### src/rtl/gpp_pkg.sv
// Summary of operation
// - External request needs mask bit 6 and global enable
// - External pin fires even when driven as output
// - Group one: enabled pins 11..8 change raises request
// - Group zero: enabled pins 7..0 change raises request
// - Reserved mask and flag bits read zero
// - External activity sets flag bit 6, vectors when enabled
// - External flag clears on service or written one
// - Low-level sensing keeps external flag cleared
// - Pins 11..8 change sets flag bit 1
// - Pins 7..0 change sets flag bit 0
// - Pin-change flags clear on service or written one
// - Pin counts only with mask and group enable
// - Each port has output, direction, pull-up, input
// - Writing one to input register toggles output bit
// - Direction one is output, zero is input
// - Output pin drives its output value bit
// - Pull-up follows its enable bit, any direction
// - Reset tri-states all pins without a clock
// - Single-bit operations change only the addressed bit
// - Other pins stay general I/O beside alternates
// - Sense field: low, any change, falling, rising
// - Low-level mode requests while pin is low
// - Input register samples through a synchroniser
`default_nettype none

package gpp_pkg;

  // ==========================================================
  // I/O address map
  localparam int          IO_AW          = 6;
  localparam logic [5:0]  ADDR_PCMSK_LOW  = 6'h12;
  localparam logic [5:0]  ADDR_PCMSK_HIGH = 6'h13;
  localparam logic [5:0]  ADDR_B_IN       = 6'h15;
  localparam logic [5:0]  ADDR_B_DIR      = 6'h16;
  localparam logic [5:0]  ADDR_B_OUT      = 6'h17;
  localparam logic [5:0]  ADDR_B_PUE      = 6'h18;
  localparam logic [5:0]  ADDR_A_IN       = 6'h19;
  localparam logic [5:0]  ADDR_A_DIR      = 6'h1A;
  localparam logic [5:0]  ADDR_A_OUT      = 6'h1B;
  localparam logic [5:0]  ADDR_A_PUE      = 6'h1C;
  localparam logic [5:0]  ADDR_SENSE      = 6'h35;
  localparam logic [5:0]  ADDR_GIFLAGS    = 6'h3A;
  localparam logic [5:0]  ADDR_GIMASK     = 6'h3B;

  // ==========================================================
  // Field positions and writable masks
  localparam int          GIM_EXT_BIT    = 6;
  localparam int          GIM_PC1_BIT    = 5;
  localparam int          GIM_PC0_BIT    = 4;
  localparam int          FLG_EXT_BIT    = 6;
  localparam int          FLG_PC1_BIT    = 1;
  localparam int          FLG_PC0_BIT    = 0;
  localparam logic [7:0]  GIM_RW_MASK    = 8'h70;
  localparam logic [7:0]  FLG_RW_MASK    = 8'h43;
  localparam logic [7:0]  PCMSK_HIGH_RW  = 8'h0F;
  localparam logic [7:0]  SENSE_RW_MASK  = 8'h03;
  localparam logic [7:0]  REG_RESET      = 8'h00;
  localparam int          EXT_PIN        = 10;
  localparam int          PORT_A_W       = 8;
  localparam int          PORT_B_W       = 4;
  localparam int          SYNC_CYCLES    = 2;

  // ==========================================================
  // Types
  typedef enum logic [1:0] {
    SENSE_LOW  = 2'b00,
    SENSE_ANY  = 2'b01,
    SENSE_FALL = 2'b10,
    SENSE_RISE = 2'b11
  } gpp_sense_t;

  typedef struct packed {
    logic [5:0] addr;
    logic [7:0] wdata;
    logic       wr;
    logic       rd;
    logic       bset;
    logic       bclr;
    logic [2:0] bitsel;
  } gpp_io_req_t;

  // ==========================================================
  // Register update for write, bit set and bit clear
  function automatic logic [7:0] gpp_update(input logic [7:0]  cur,
                                            input gpp_io_req_t req);
    logic [7:0] one;
    one = 8'h01 << req.bitsel;
    if (req.wr)        gpp_update = req.wdata;
    else if (req.bset) gpp_update = cur | one;
    else if (req.bclr) gpp_update = cur & ~one;
    else               gpp_update = cur;
  endfunction : gpp_update

  // Bits written as one by a write or a bit set
  function automatic logic [7:0] gpp_ones(input gpp_io_req_t req);
    if (req.wr)        gpp_ones = req.wdata;
    else if (req.bset) gpp_ones = 8'h01 << req.bitsel;
    else               gpp_ones = 8'h00;
  endfunction : gpp_ones

endpackage : gpp_pkg

`default_nettype wire

### src/rtl/gpp_ext_sense.sv
`default_nettype none

module gpp_ext_sense
  import gpp_pkg::*;
(
  input  wire logic       clk,
  input  wire logic       arst_n,
  input  wire logic       pin_sync,
  input  wire gpp_sense_t sense,
  output logic            trig,
  output logic            level_low
);

  logic prev;

  // ==========================================================
  // Previous sample for edge detection
  always_ff @(posedge clk or negedge arst_n) begin
    if (!arst_n) prev <= 1'b0;  // Same as synchroniser reset level
    else         prev <= pin_sync;
  end

  // Trigger decode from the sense field
  always_comb begin
    level_low = !pin_sync;
    unique case (sense)
      SENSE_LOW:  trig = 1'b0;
      SENSE_ANY:  trig = pin_sync ^ prev;
      SENSE_FALL: trig = prev & !pin_sync;
      SENSE_RISE: trig = !prev & pin_sync;
    endcase
  end

endmodule : gpp_ext_sense

`default_nettype wire

### src/rtl/gpp_port.sv
`default_nettype none

module gpp_port
  import gpp_pkg::*;
#(
  parameter int         W        = 8,
  parameter logic [5:0] ADDR_IN  = 6'h19,
  parameter logic [5:0] ADDR_DIR = 6'h1A,
  parameter logic [5:0] ADDR_OUT = 6'h1B,
  parameter logic [5:0] ADDR_PUE = 6'h1C
) (
  input  wire logic        clk,
  input  wire logic        arst_n,
  input  wire gpp_io_req_t req,
  input  wire logic [W-1:0] pin_in,
  output logic [W-1:0]      dir,
  output logic [W-1:0]      outv,
  output logic [W-1:0]      pue,
  output logic [W-1:0]      pin_sync
);

  logic [W-1:0] sync_1;
  logic [7:0]   next_dir;
  logic [7:0]   next_out;
  logic [7:0]   next_pue;
  logic [7:0]   tog;

  // ==========================================================
  // Input synchroniser, first stage read only by the second
  always_ff @(posedge clk or negedge arst_n) begin
    if (!arst_n) begin
      sync_1   <= '0;
      pin_sync <= '0;
    end else begin
      sync_1   <= pin_in;
      pin_sync <= sync_1;
    end
  end

  // ==========================================================
  // Next values; bit ops touch only the addressed bit
  always_comb begin
    tog      = (req.addr == ADDR_IN) ? gpp_ones(req) : 8'h00;
    next_dir = (req.addr == ADDR_DIR) ? gpp_update(8'(dir), req)
                                      : 8'(dir);
    next_pue = (req.addr == ADDR_PUE) ? gpp_update(8'(pue), req)
                                      : 8'(pue);
    next_out = (req.addr == ADDR_OUT) ? gpp_update(8'(outv), req)
                                      : 8'(outv) ^ tog;
  end

  // Direction register, cleared at once by reset
  always_ff @(posedge clk or negedge arst_n) begin
    if (!arst_n) dir <= '0;
    else         dir <= next_dir[W-1:0];
  end

  // Output value register
  always_ff @(posedge clk or negedge arst_n) begin
    if (!arst_n) outv <= '0;
    else         outv <= next_out[W-1:0];
  end

  // Pull-up enable register
  always_ff @(posedge clk or negedge arst_n) begin
    if (!arst_n) pue <= '0;
    else         pue <= next_pue[W-1:0];
  end

endmodule : gpp_port

`default_nettype wire

### src/rtl/gpp_top.sv
`default_nettype none

module gpp_top
  import gpp_pkg::*;
(
  input  wire logic        clk,
  input  wire logic        arst_n,
  input  wire gpp_io_req_t io_req,
  output logic [7:0]       io_rdata,
  input  wire logic        gie,
  input  wire logic [2:0]  irq_ack,
  output logic [2:0]       irq_req,
  input  wire logic [11:0] pin_in,
  output logic [11:0]      pin_out,
  output logic [11:0]      pin_oe_n,
  output logic [11:0]      pin_pullup
);

  logic [7:0]  gimask;
  logic [7:0]  giflags;
  logic [7:0]  pcmsk_low;
  logic [7:0]  pcmsk_high;
  logic [7:0]  sense_reg;
  logic [7:0]  next_rdata;
  logic [7:0]  flag_clr;
  logic [11:0] dir;
  logic [11:0] outv;
  logic [11:0] pue;
  logic [11:0] pin_sync;
  logic [11:0] pin_prev;
  logic [11:0] pin_chg;
  logic        ext_trig;
  logic        ext_low;
  logic        ext_level;
  logic        set_ext;
  logic        set_pc0;
  logic        set_pc1;
  gpp_sense_t  sense;

  // ==========================================================
  // Ports: A holds pins 7..0, B holds pins 11..8
  gpp_port #(
    .W        (PORT_A_W),
    .ADDR_IN  (ADDR_A_IN),
    .ADDR_DIR (ADDR_A_DIR),
    .ADDR_OUT (ADDR_A_OUT),
    .ADDR_PUE (ADDR_A_PUE)
  ) u_port_a (
    .clk      (clk),
    .arst_n   (arst_n),
    .req      (io_req),
    .pin_in   (pin_in[7:0]),
    .dir      (dir[7:0]),
    .outv     (outv[7:0]),
    .pue      (pue[7:0]),
    .pin_sync (pin_sync[7:0])
  );

  gpp_port #(
    .W        (PORT_B_W),
    .ADDR_IN  (ADDR_B_IN),
    .ADDR_DIR (ADDR_B_DIR),
    .ADDR_OUT (ADDR_B_OUT),
    .ADDR_PUE (ADDR_B_PUE)
  ) u_port_b (
    .clk      (clk),
    .arst_n   (arst_n),
    .req      (io_req),
    .pin_in   (pin_in[11:8]),
    .dir      (dir[11:8]),
    .outv     (outv[11:8]),
    .pue      (pue[11:8]),
    .pin_sync (pin_sync[11:8])
  );

  // ==========================================================
  // Pin drivers; each pin is set up on its own, so pins
  // taken by other functions leave the rest untouched
  assign pin_out    = outv;
  assign pin_oe_n   = ~dir;
  assign pin_pullup = pue;

  // ==========================================================
  // External sense; the synchronised pin is sampled whatever
  // its direction, so software can raise the request itself
  assign sense = gpp_sense_t'(sense_reg[1:0]);

  gpp_ext_sense u_ext (
    .clk       (clk),
    .arst_n    (arst_n),
    .pin_sync  (pin_sync[EXT_PIN]),
    .sense     (sense),
    .trig      (ext_trig),
    .level_low (ext_low)
  );

  // ==========================================================
  // Pin change detection on synchronised samples
  always_ff @(posedge clk or negedge arst_n) begin
    if (!arst_n) pin_prev <= '0;
    else         pin_prev <= pin_sync;
  end

  always_comb begin
    pin_chg = pin_sync ^ pin_prev;
    set_pc0 = |(pin_chg[7:0] & pcmsk_low)
              & gimask[GIM_PC0_BIT];
    set_pc1 = |(pin_chg[11:8] & pcmsk_high[3:0])
              & gimask[GIM_PC1_BIT];
    set_ext = ext_trig;
    ext_level = (sense == SENSE_LOW);
  end

  // ==========================================================
  // Control registers
  always_ff @(posedge clk or negedge arst_n) begin
    if (!arst_n) gimask <= REG_RESET;
    else if (io_req.addr == ADDR_GIMASK)
      gimask <= gpp_update(gimask, io_req) & GIM_RW_MASK;
  end

  always_ff @(posedge clk or negedge arst_n) begin
    if (!arst_n) pcmsk_low <= REG_RESET;
    else if (io_req.addr == ADDR_PCMSK_LOW)
      pcmsk_low <= gpp_update(pcmsk_low, io_req);
  end

  always_ff @(posedge clk or negedge arst_n) begin
    if (!arst_n) pcmsk_high <= REG_RESET;
    else if (io_req.addr == ADDR_PCMSK_HIGH)
      pcmsk_high <= gpp_update(pcmsk_high, io_req) & PCMSK_HIGH_RW;
  end

  always_ff @(posedge clk or negedge arst_n) begin
    if (!arst_n) sense_reg <= REG_RESET;
    else if (io_req.addr == ADDR_SENSE)
      sense_reg <= gpp_update(sense_reg, io_req) & SENSE_RW_MASK;
  end

  // ==========================================================
  // Flags: written one or service clears, a set wins
  always_comb begin
    flag_clr = (io_req.addr == ADDR_GIFLAGS) ? gpp_ones(io_req)
                                             : 8'h00;
    flag_clr[FLG_EXT_BIT] = flag_clr[FLG_EXT_BIT] | irq_ack[0];
    flag_clr[FLG_PC0_BIT] = flag_clr[FLG_PC0_BIT] | irq_ack[1];
    flag_clr[FLG_PC1_BIT] = flag_clr[FLG_PC1_BIT] | irq_ack[2];
  end

  always_ff @(posedge clk or negedge arst_n) begin
    if (!arst_n) begin
      giflags <= REG_RESET;
    end else begin
      if (ext_level)
        giflags[FLG_EXT_BIT] <= 1'b0;
      else
        giflags[FLG_EXT_BIT] <= set_ext
          | (giflags[FLG_EXT_BIT] & !flag_clr[FLG_EXT_BIT]);
      giflags[FLG_PC0_BIT] <= set_pc0
        | (giflags[FLG_PC0_BIT] & !flag_clr[FLG_PC0_BIT]);
      giflags[FLG_PC1_BIT] <= set_pc1
        | (giflags[FLG_PC1_BIT] & !flag_clr[FLG_PC1_BIT]);
    end
  end

  // ==========================================================
  // Requests to the core, gated by global enable
  always_comb begin
    irq_req[0] = gie & gimask[GIM_EXT_BIT]
      & (ext_level ? ext_low : giflags[FLG_EXT_BIT]);
    irq_req[1] = gie & gimask[GIM_PC0_BIT]
      & giflags[FLG_PC0_BIT];
    irq_req[2] = gie & gimask[GIM_PC1_BIT]
      & giflags[FLG_PC1_BIT];
  end

  // ==========================================================
  // Read data, registered; unmapped reads return zero
  always_comb begin
    unique case (io_req.addr)
      ADDR_A_IN:       next_rdata = pin_sync[7:0];
      ADDR_A_DIR:      next_rdata = dir[7:0];
      ADDR_A_OUT:      next_rdata = outv[7:0];
      ADDR_A_PUE:      next_rdata = pue[7:0];
      ADDR_B_IN:       next_rdata = {4'h0, pin_sync[11:8]};
      ADDR_B_DIR:      next_rdata = {4'h0, dir[11:8]};
      ADDR_B_OUT:      next_rdata = {4'h0, outv[11:8]};
      ADDR_B_PUE:      next_rdata = {4'h0, pue[11:8]};
      ADDR_PCMSK_LOW:  next_rdata = pcmsk_low;
      ADDR_PCMSK_HIGH: next_rdata = pcmsk_high;
      ADDR_SENSE:      next_rdata = sense_reg;
      ADDR_GIMASK:     next_rdata = gimask & GIM_RW_MASK;
      ADDR_GIFLAGS:    next_rdata = giflags & FLG_RW_MASK;
      default:         next_rdata = 8'h00;
    endcase
  end

  always_ff @(posedge clk or negedge arst_n) begin
    if (!arst_n)        io_rdata <= 8'h00;
    else if (io_req.rd) io_rdata <= next_rdata;
  end

  // ==========================================================
  // Assertions
  property p_mask_reserved;
    @(posedge clk) disable iff (!arst_n)
      (io_req.rd && io_req.addr == ADDR_GIMASK)
      |=> (io_rdata[7] == 1'b0 && io_rdata[3:0] == 4'h0);
  endproperty
  a_mask_reserved: assert property (p_mask_reserved)
    else $error("reserved mask bits read non-zero");

  property p_level_flag;
    @(posedge clk) disable iff (!arst_n)
      (sense == SENSE_LOW) [*2] |-> !giflags[FLG_EXT_BIT];
  endproperty
  a_level_flag: assert property (p_level_flag)
    else $error("external flag set in low-level mode");

  property p_level_req;
    @(posedge clk) disable iff (!arst_n)
      (sense == SENSE_LOW && gie && gimask[GIM_EXT_BIT]
       && !pin_sync[EXT_PIN]) |-> irq_req[0];
  endproperty
  a_level_req: assert property (p_level_req)
    else $error("low level not requesting");

  property p_ext_gate;
    @(posedge clk) disable iff (!arst_n)
      irq_req[0] |-> (gie && gimask[GIM_EXT_BIT]);
  endproperty
  a_ext_gate: assert property (p_ext_gate)
    else $error("external request without enables");

  property p_pc_gate;
    @(posedge clk) disable iff (!arst_n)
      (irq_req[1] |-> gie && gimask[GIM_PC0_BIT])
      and (irq_req[2] |-> gie && gimask[GIM_PC1_BIT]);
  endproperty
  a_pc_gate: assert property (p_pc_gate)
    else $error("pin change request without enables");

  property p_pc0_set;
    @(posedge clk) disable iff (!arst_n)
      ($changed(pin_sync[0]) && pcmsk_low[0] && gimask[GIM_PC0_BIT])
      |=> giflags[FLG_PC0_BIT];
  endproperty
  a_pc0_set: assert property (p_pc0_set)
    else $error("pin change group zero flag not set");

  property p_pc1_ack;
    @(posedge clk) disable iff (!arst_n)
      (irq_ack[2] && !set_pc1) |=> !giflags[FLG_PC1_BIT];
  endproperty
  a_pc1_ack: assert property (p_pc1_ack)
    else $error("group one flag survived service");

  property p_toggle;
    @(posedge clk) disable iff (!arst_n)
      (io_req.wr && io_req.addr == ADDR_A_IN)
      |=> pin_out[7:0] == ($past(pin_out[7:0]) ^ $past(io_req.wdata));
  endproperty
  a_toggle: assert property (p_toggle)
    else $error("input register write did not toggle output");

  property p_unmasked;
    @(posedge clk) disable iff (!arst_n)
      (pcmsk_low == 8'h00 && !giflags[FLG_PC0_BIT]) |=> !giflags[FLG_PC0_BIT];
  endproperty
  a_unmasked: assert property (p_unmasked)
    else $error("masked pins raised group zero flag");

  property p_pc1_set;
    @(posedge clk) disable iff (!arst_n)
      ($changed(pin_sync[8]) && pcmsk_high[0] && gimask[GIM_PC1_BIT])
      |=> giflags[FLG_PC1_BIT];
  endproperty
  a_pc1_set: assert property (p_pc1_set)
    else $error("pin change group one flag not set");

  property p_ext_edge;
    @(posedge clk) disable iff (!arst_n)
      ((sense == SENSE_RISE && $rose(pin_sync[EXT_PIN]))
       || (sense == SENSE_FALL && $fell(pin_sync[EXT_PIN])))
      |=> giflags[FLG_EXT_BIT];
  endproperty
  a_ext_edge: assert property (p_ext_edge)
    else $error("external edge did not set flag");

  property p_ext_ack;
    @(posedge clk) disable iff (!arst_n)
      (irq_ack[0] && !set_ext) |=> !giflags[FLG_EXT_BIT];
  endproperty
  a_ext_ack: assert property (p_ext_ack)
    else $error("external flag survived service");

  c_ext_edge: cover property (@(posedge clk) disable iff (!arst_n)
    ext_trig ##1 irq_req[0]);
  c_pc1_req: cover property (@(posedge clk) disable iff (!arst_n)
    set_pc1 ##1 irq_req[2]);
  c_set_vs_clr: cover property (@(posedge clk) disable iff (!arst_n)
    set_pc0 && flag_clr[FLG_PC0_BIT]);
  c_level_req: cover property (@(posedge clk) disable iff (!arst_n)
    ext_level && irq_req[0]);

endmodule : gpp_top

`default_nettype wire

### config.mk
export PLATFORM = sky130hd
export DESIGN_NAME = gpp_top
export DESIGN_NICKNAME = d
export VERILOG_FILES = /design/src/rtl/gpp_pkg.sv /design/src/rtl/gpp_ext_sense.sv /design/src/rtl/gpp_port.sv /design/src/rtl/gpp_top.sv
export SDC_FILE = /design/constraint.sdc
export NUM_CORES = 1
export LEC_CHECK = 0
export BUFFER_PORTS_ARGS = -buffer_cell sky130_fd_sc_hd__buf_2
export CAP_MARGIN = 20
export CORE_MARGIN = 1.5
export CORE_UTILIZATION = 55
export CTS_CLUSTER_SIZE = 24
export DETAILED_ROUTE_END_ITERATION = 7
export GPL_TIMING_DRIVEN = 0
export PLACE_DENSITY = 0.9
export SETUP_SLACK_MARGIN = 0.2
export SYNTH_ARGS = -nofsm -noshare
export SYNTH_HDL_FRONTEND = slang
export SYNTH_SLANG_ARGS = --single-unit
### constraint.sdc
create_clock -name clk -period 1.7 [get_ports clk]
set_clock_uncertainty 0.05 [all_clocks]
set_input_delay 0.255 -clock clk [delete_from_list [all_inputs] [get_ports clk]]
set_output_delay 0.255 -clock clk [all_outputs]
set_load 0.02 [all_outputs]
==> reports/results.txt <==
Via density: 6.59
library cells used by synthesis: 58
multiplexer share of the synthesized area: 10.7%
Root Buffer: clkbuf_8
largest family of logic cells by synthesized area: simple AND/OR/NAND/NOR gates
hold_ws: 0.148 ns
TritonCTS Buffers: 9
worst-margin pin slew: 0.577 ns
final worst slack: 0.0230 ns
crit end category: output pin
Period minus WS final: 1.68 ns
Cell Chain, Critical Path: nor2_4 -> nor2_2 -> a211oi_2 -> buf_4
most used flip-flop cell after synthesis: dfrtp_1
startpoint of the worst hold path: io_req[14]
starting DRC count in detailed routing: 536
CP max stage cell: dfrtp_2
core area: 8680 sq um
HPWL after detailed placement: 10400 um
clk buf depth: 2
Mapped Nets: 513
register area share after synthesis: 51.0%
vias in the first global route: 4447
RR Startpoint: u_port_b.pin_sync[2]$_DFF_PN0_
Layout area overhead: 34.4%
Post-synth EDFFs: 0
pre-CTS setup slack: -0.769 ns
PortBufs: 83
# IOs: 86
final setup TNS: 0 ns
first-pass GRT wire length: 23700 um
Pleak: 3.11 nW
Post-Synthesis Cell Area: 4910 sq um
die height: 97.5 um
final worst path period share: 98.6%
crit path max fanout: 3
Setup crit start kind: flop
gr usage total: 32.3%
Final Instance Area: 6600 sq um
complex-gate fraction of the synthesized area: 14.4%
outcome: completed
CTS tree: yes
initial antenna violation count: 0
PD cells: 826 nW/um^2
initial core utilization: 56.6%
antenna cell count: 0
Die Width: 97.5 um
clk sink count: 100
grt ovf: 0
full die area: 9500 sq um
post-route ant nets: 0
Worst R2R Setup Slack: 0.22 ns
highest clock rate: 596 MHz
clk slew on worst S/H paths: 0.10 ns
Final nets: 645
maximum VDD drop: 0.566 mV
proportion of layout cells with a drive suffix above 1: 37.9%
Max Cap Violations: 0
adder-cell share of the synthesized area: 0.510%
crit path kind: flop to output pin
Pins Over Slew Limit: 0
Cells after Synth: 472
Relative slew margins: 61.4%
area post-placement: 5700 sq um
GP Congestion: 0.928
DRC viols: 0
setup violators final: 0
cell row count: 34
sequential standard cell area: 2500 sq um
Required @ worst endpoint: 1.39 ns
max incr delay on CP: 0.44 ns
Pre-Repair DR Iteration Count: 5
Clock Latency Late Sink: 0.38 ns
H-tree levels: 3
mean post-synth cell area: 10.4 sq um
Post-Synth Simple-Gate Area: 16.3%
unrepaired setup endpoints after global routing: yes
pin count of the biggest net entering global routing: 60
HP Class: primary input to flop
Synth Area in XOR/XNOR: 3.21%
Syn. warnings: 0
post-synthesis register bit count: 100
Critical Path Sink: irq_req[0]
Crit Reg-Reg Endpoint: giflags[1]$_DFF_PN0_
area of the multi-input gates: 2690 sq um
fill count: 546
Final Hold Vio Count: 0
WP data arrival: 1.37 ns
R2R depth: 4
FFs w/ async S/R, synth: 100%
via count: 4715
drt total wl: 16800 um
drt wl/cell: 23.5 um
==> worst min path at each step <==
stage                                          end  slack [ns]  cells after the start
floorplan                                async pin       -0.09                      0
global placement    u_port_b.pin_sync[0]$_DFF_PN0_        0.28                      0
detailed placement    u_port_a.sync_1[5]$_DFF_PN0_        0.24                      1
CTS                                           flop        0.15                      3
global route                                  flop        0.16                      3
finish                                        flop        0.15                      3
==> metrics by stage <==
step	utilization [%]	instances	power, mW
3_3_place_gp	65.4	663	3.85
6_report	76.0	715	5.45
4_1_cts	73.0	706	5.32
3_5_place_dp	65.7	664	3.90
5_1_grt	76.0	715	5.61
2_1_floorplan	-	472	3.46
==> worst max-delay path: cells and delay by family, from the launching register on <==
family,cells,cell delay [ns]
compound gates,1,0.17
buf+inv,1,0.18
flops,1,0.44
simple gates,2,0.21
==> cell families after synthesis <==
| logic type | after synthesis |
|---|---|
| buffers and inverters | 45 |
| adder cells (fa/ha/maj) | 2 |
| multiplexers | 48 |
| flip-flops | 100 |
| AND/OR/NAND/NOR | 159 |
| AO/OA/AOI/OAI | 100 |
| XOR/XNOR | 18 |
==> cells in the final DEF, fill, tap and decap left out, types with 5 or more instances in the layout <==
master and n:
a21oi_1 17, a22o_1 8, a22oi_1 13, a31oi_1 8, and3_1 5, buf_2 81
buf_4 21, buf_6 14, clkbuf_4 5, clkbuf_8 9, dfrtp_1 98, dlygate4sd3_1 13
inv_1 22, mux2_1 18, mux2_4 17, mux2i_1 11, nand2_1 56, nand2_2 12
nand2_4 6, nand2b_1 6, nand3_1 17, nor2_1 11, nor2_4 6, nor2b_1 7
nor3_4 6, o21ai_1 8, xor2_1 16
==> layer usage <==
| metal | vias to the layer above | wire [um] | track usage, % |
|---|---|---|---|
| li1 | 1952 | - | - |
| met1 | 2283 | 6130 | 42.0 |
| met2 | 370 | 7850 | 52.0 |
| met3 | 110 | 1840 | 6.62 |
| met4 | 0 | 974 | 15.5 |
| met5 | - | 0 | 0 |
==> timing repair <==
| item | in CTS | in global routing |
|---|---|---|
| resized for setup | 56 | 50 |
| pin swaps | 9 | 21 |
| endpoints found under the setup margin | 52 | 53 |
| hold buffers | 13 | 0 |
| setup buffers | 15 | 9 |
| endpoints found under the hold margin | 53 | 0 |
==> power by group <==
part	switching (mW)	internal, mW
combinational	0.749	0.507
sequential	0.228	2.60
clock	0.835	0.526
total	1.81	3.63
==> cell usage after synthesis (3+ instances only) <==
cell         n  area share, %
nand2b_1     8            1.0
nor3_1       3           0.31
o21ai_0      4           0.41
or3_1        3           0.38
nor4_1       3           0.38
xor2_1      16            2.9
nand2_1     74            5.7
a21oi_1     17            1.7
nor2_1      16            1.2
and2_1       3           0.38
mux2_1      35            8.0
dfrtp_1    100             51
a221oi_1     6            1.1
mux2i_1     11            2.2
a211oi_1     4           0.61
nand3_1     18            1.8
nor3_2       4           0.82
o31ai_1      3           0.46
buf_2       14            1.4
nor2b_1      8            1.0
clkbuf_1     7           0.54
o2bb2ai_1    4           0.71
a22o_1       8            1.4
inv_1       22            1.7
and3_1       5           0.64
a22oi_1     16            2.4
o21ai_1     12            1.2
a31oi_1      8            1.0
==> layout make-up <==
| type | instances | area share (%) |
|---|---|---|
| inverters | 23 | 1.31 |
| plain buffers | 22 | 3.17 |
| repair buffers | 121 | 12.4 |
| clock inverters | 3 | 0.379 |
| flip-flops and latches | 100 | 38.0 |
| well taps | 108 | 2.05 |
| clock buffers | 11 | 1.99 |
| multi-input cells | 327 | 40.7 |
Power figures use the tool's default switching activity.
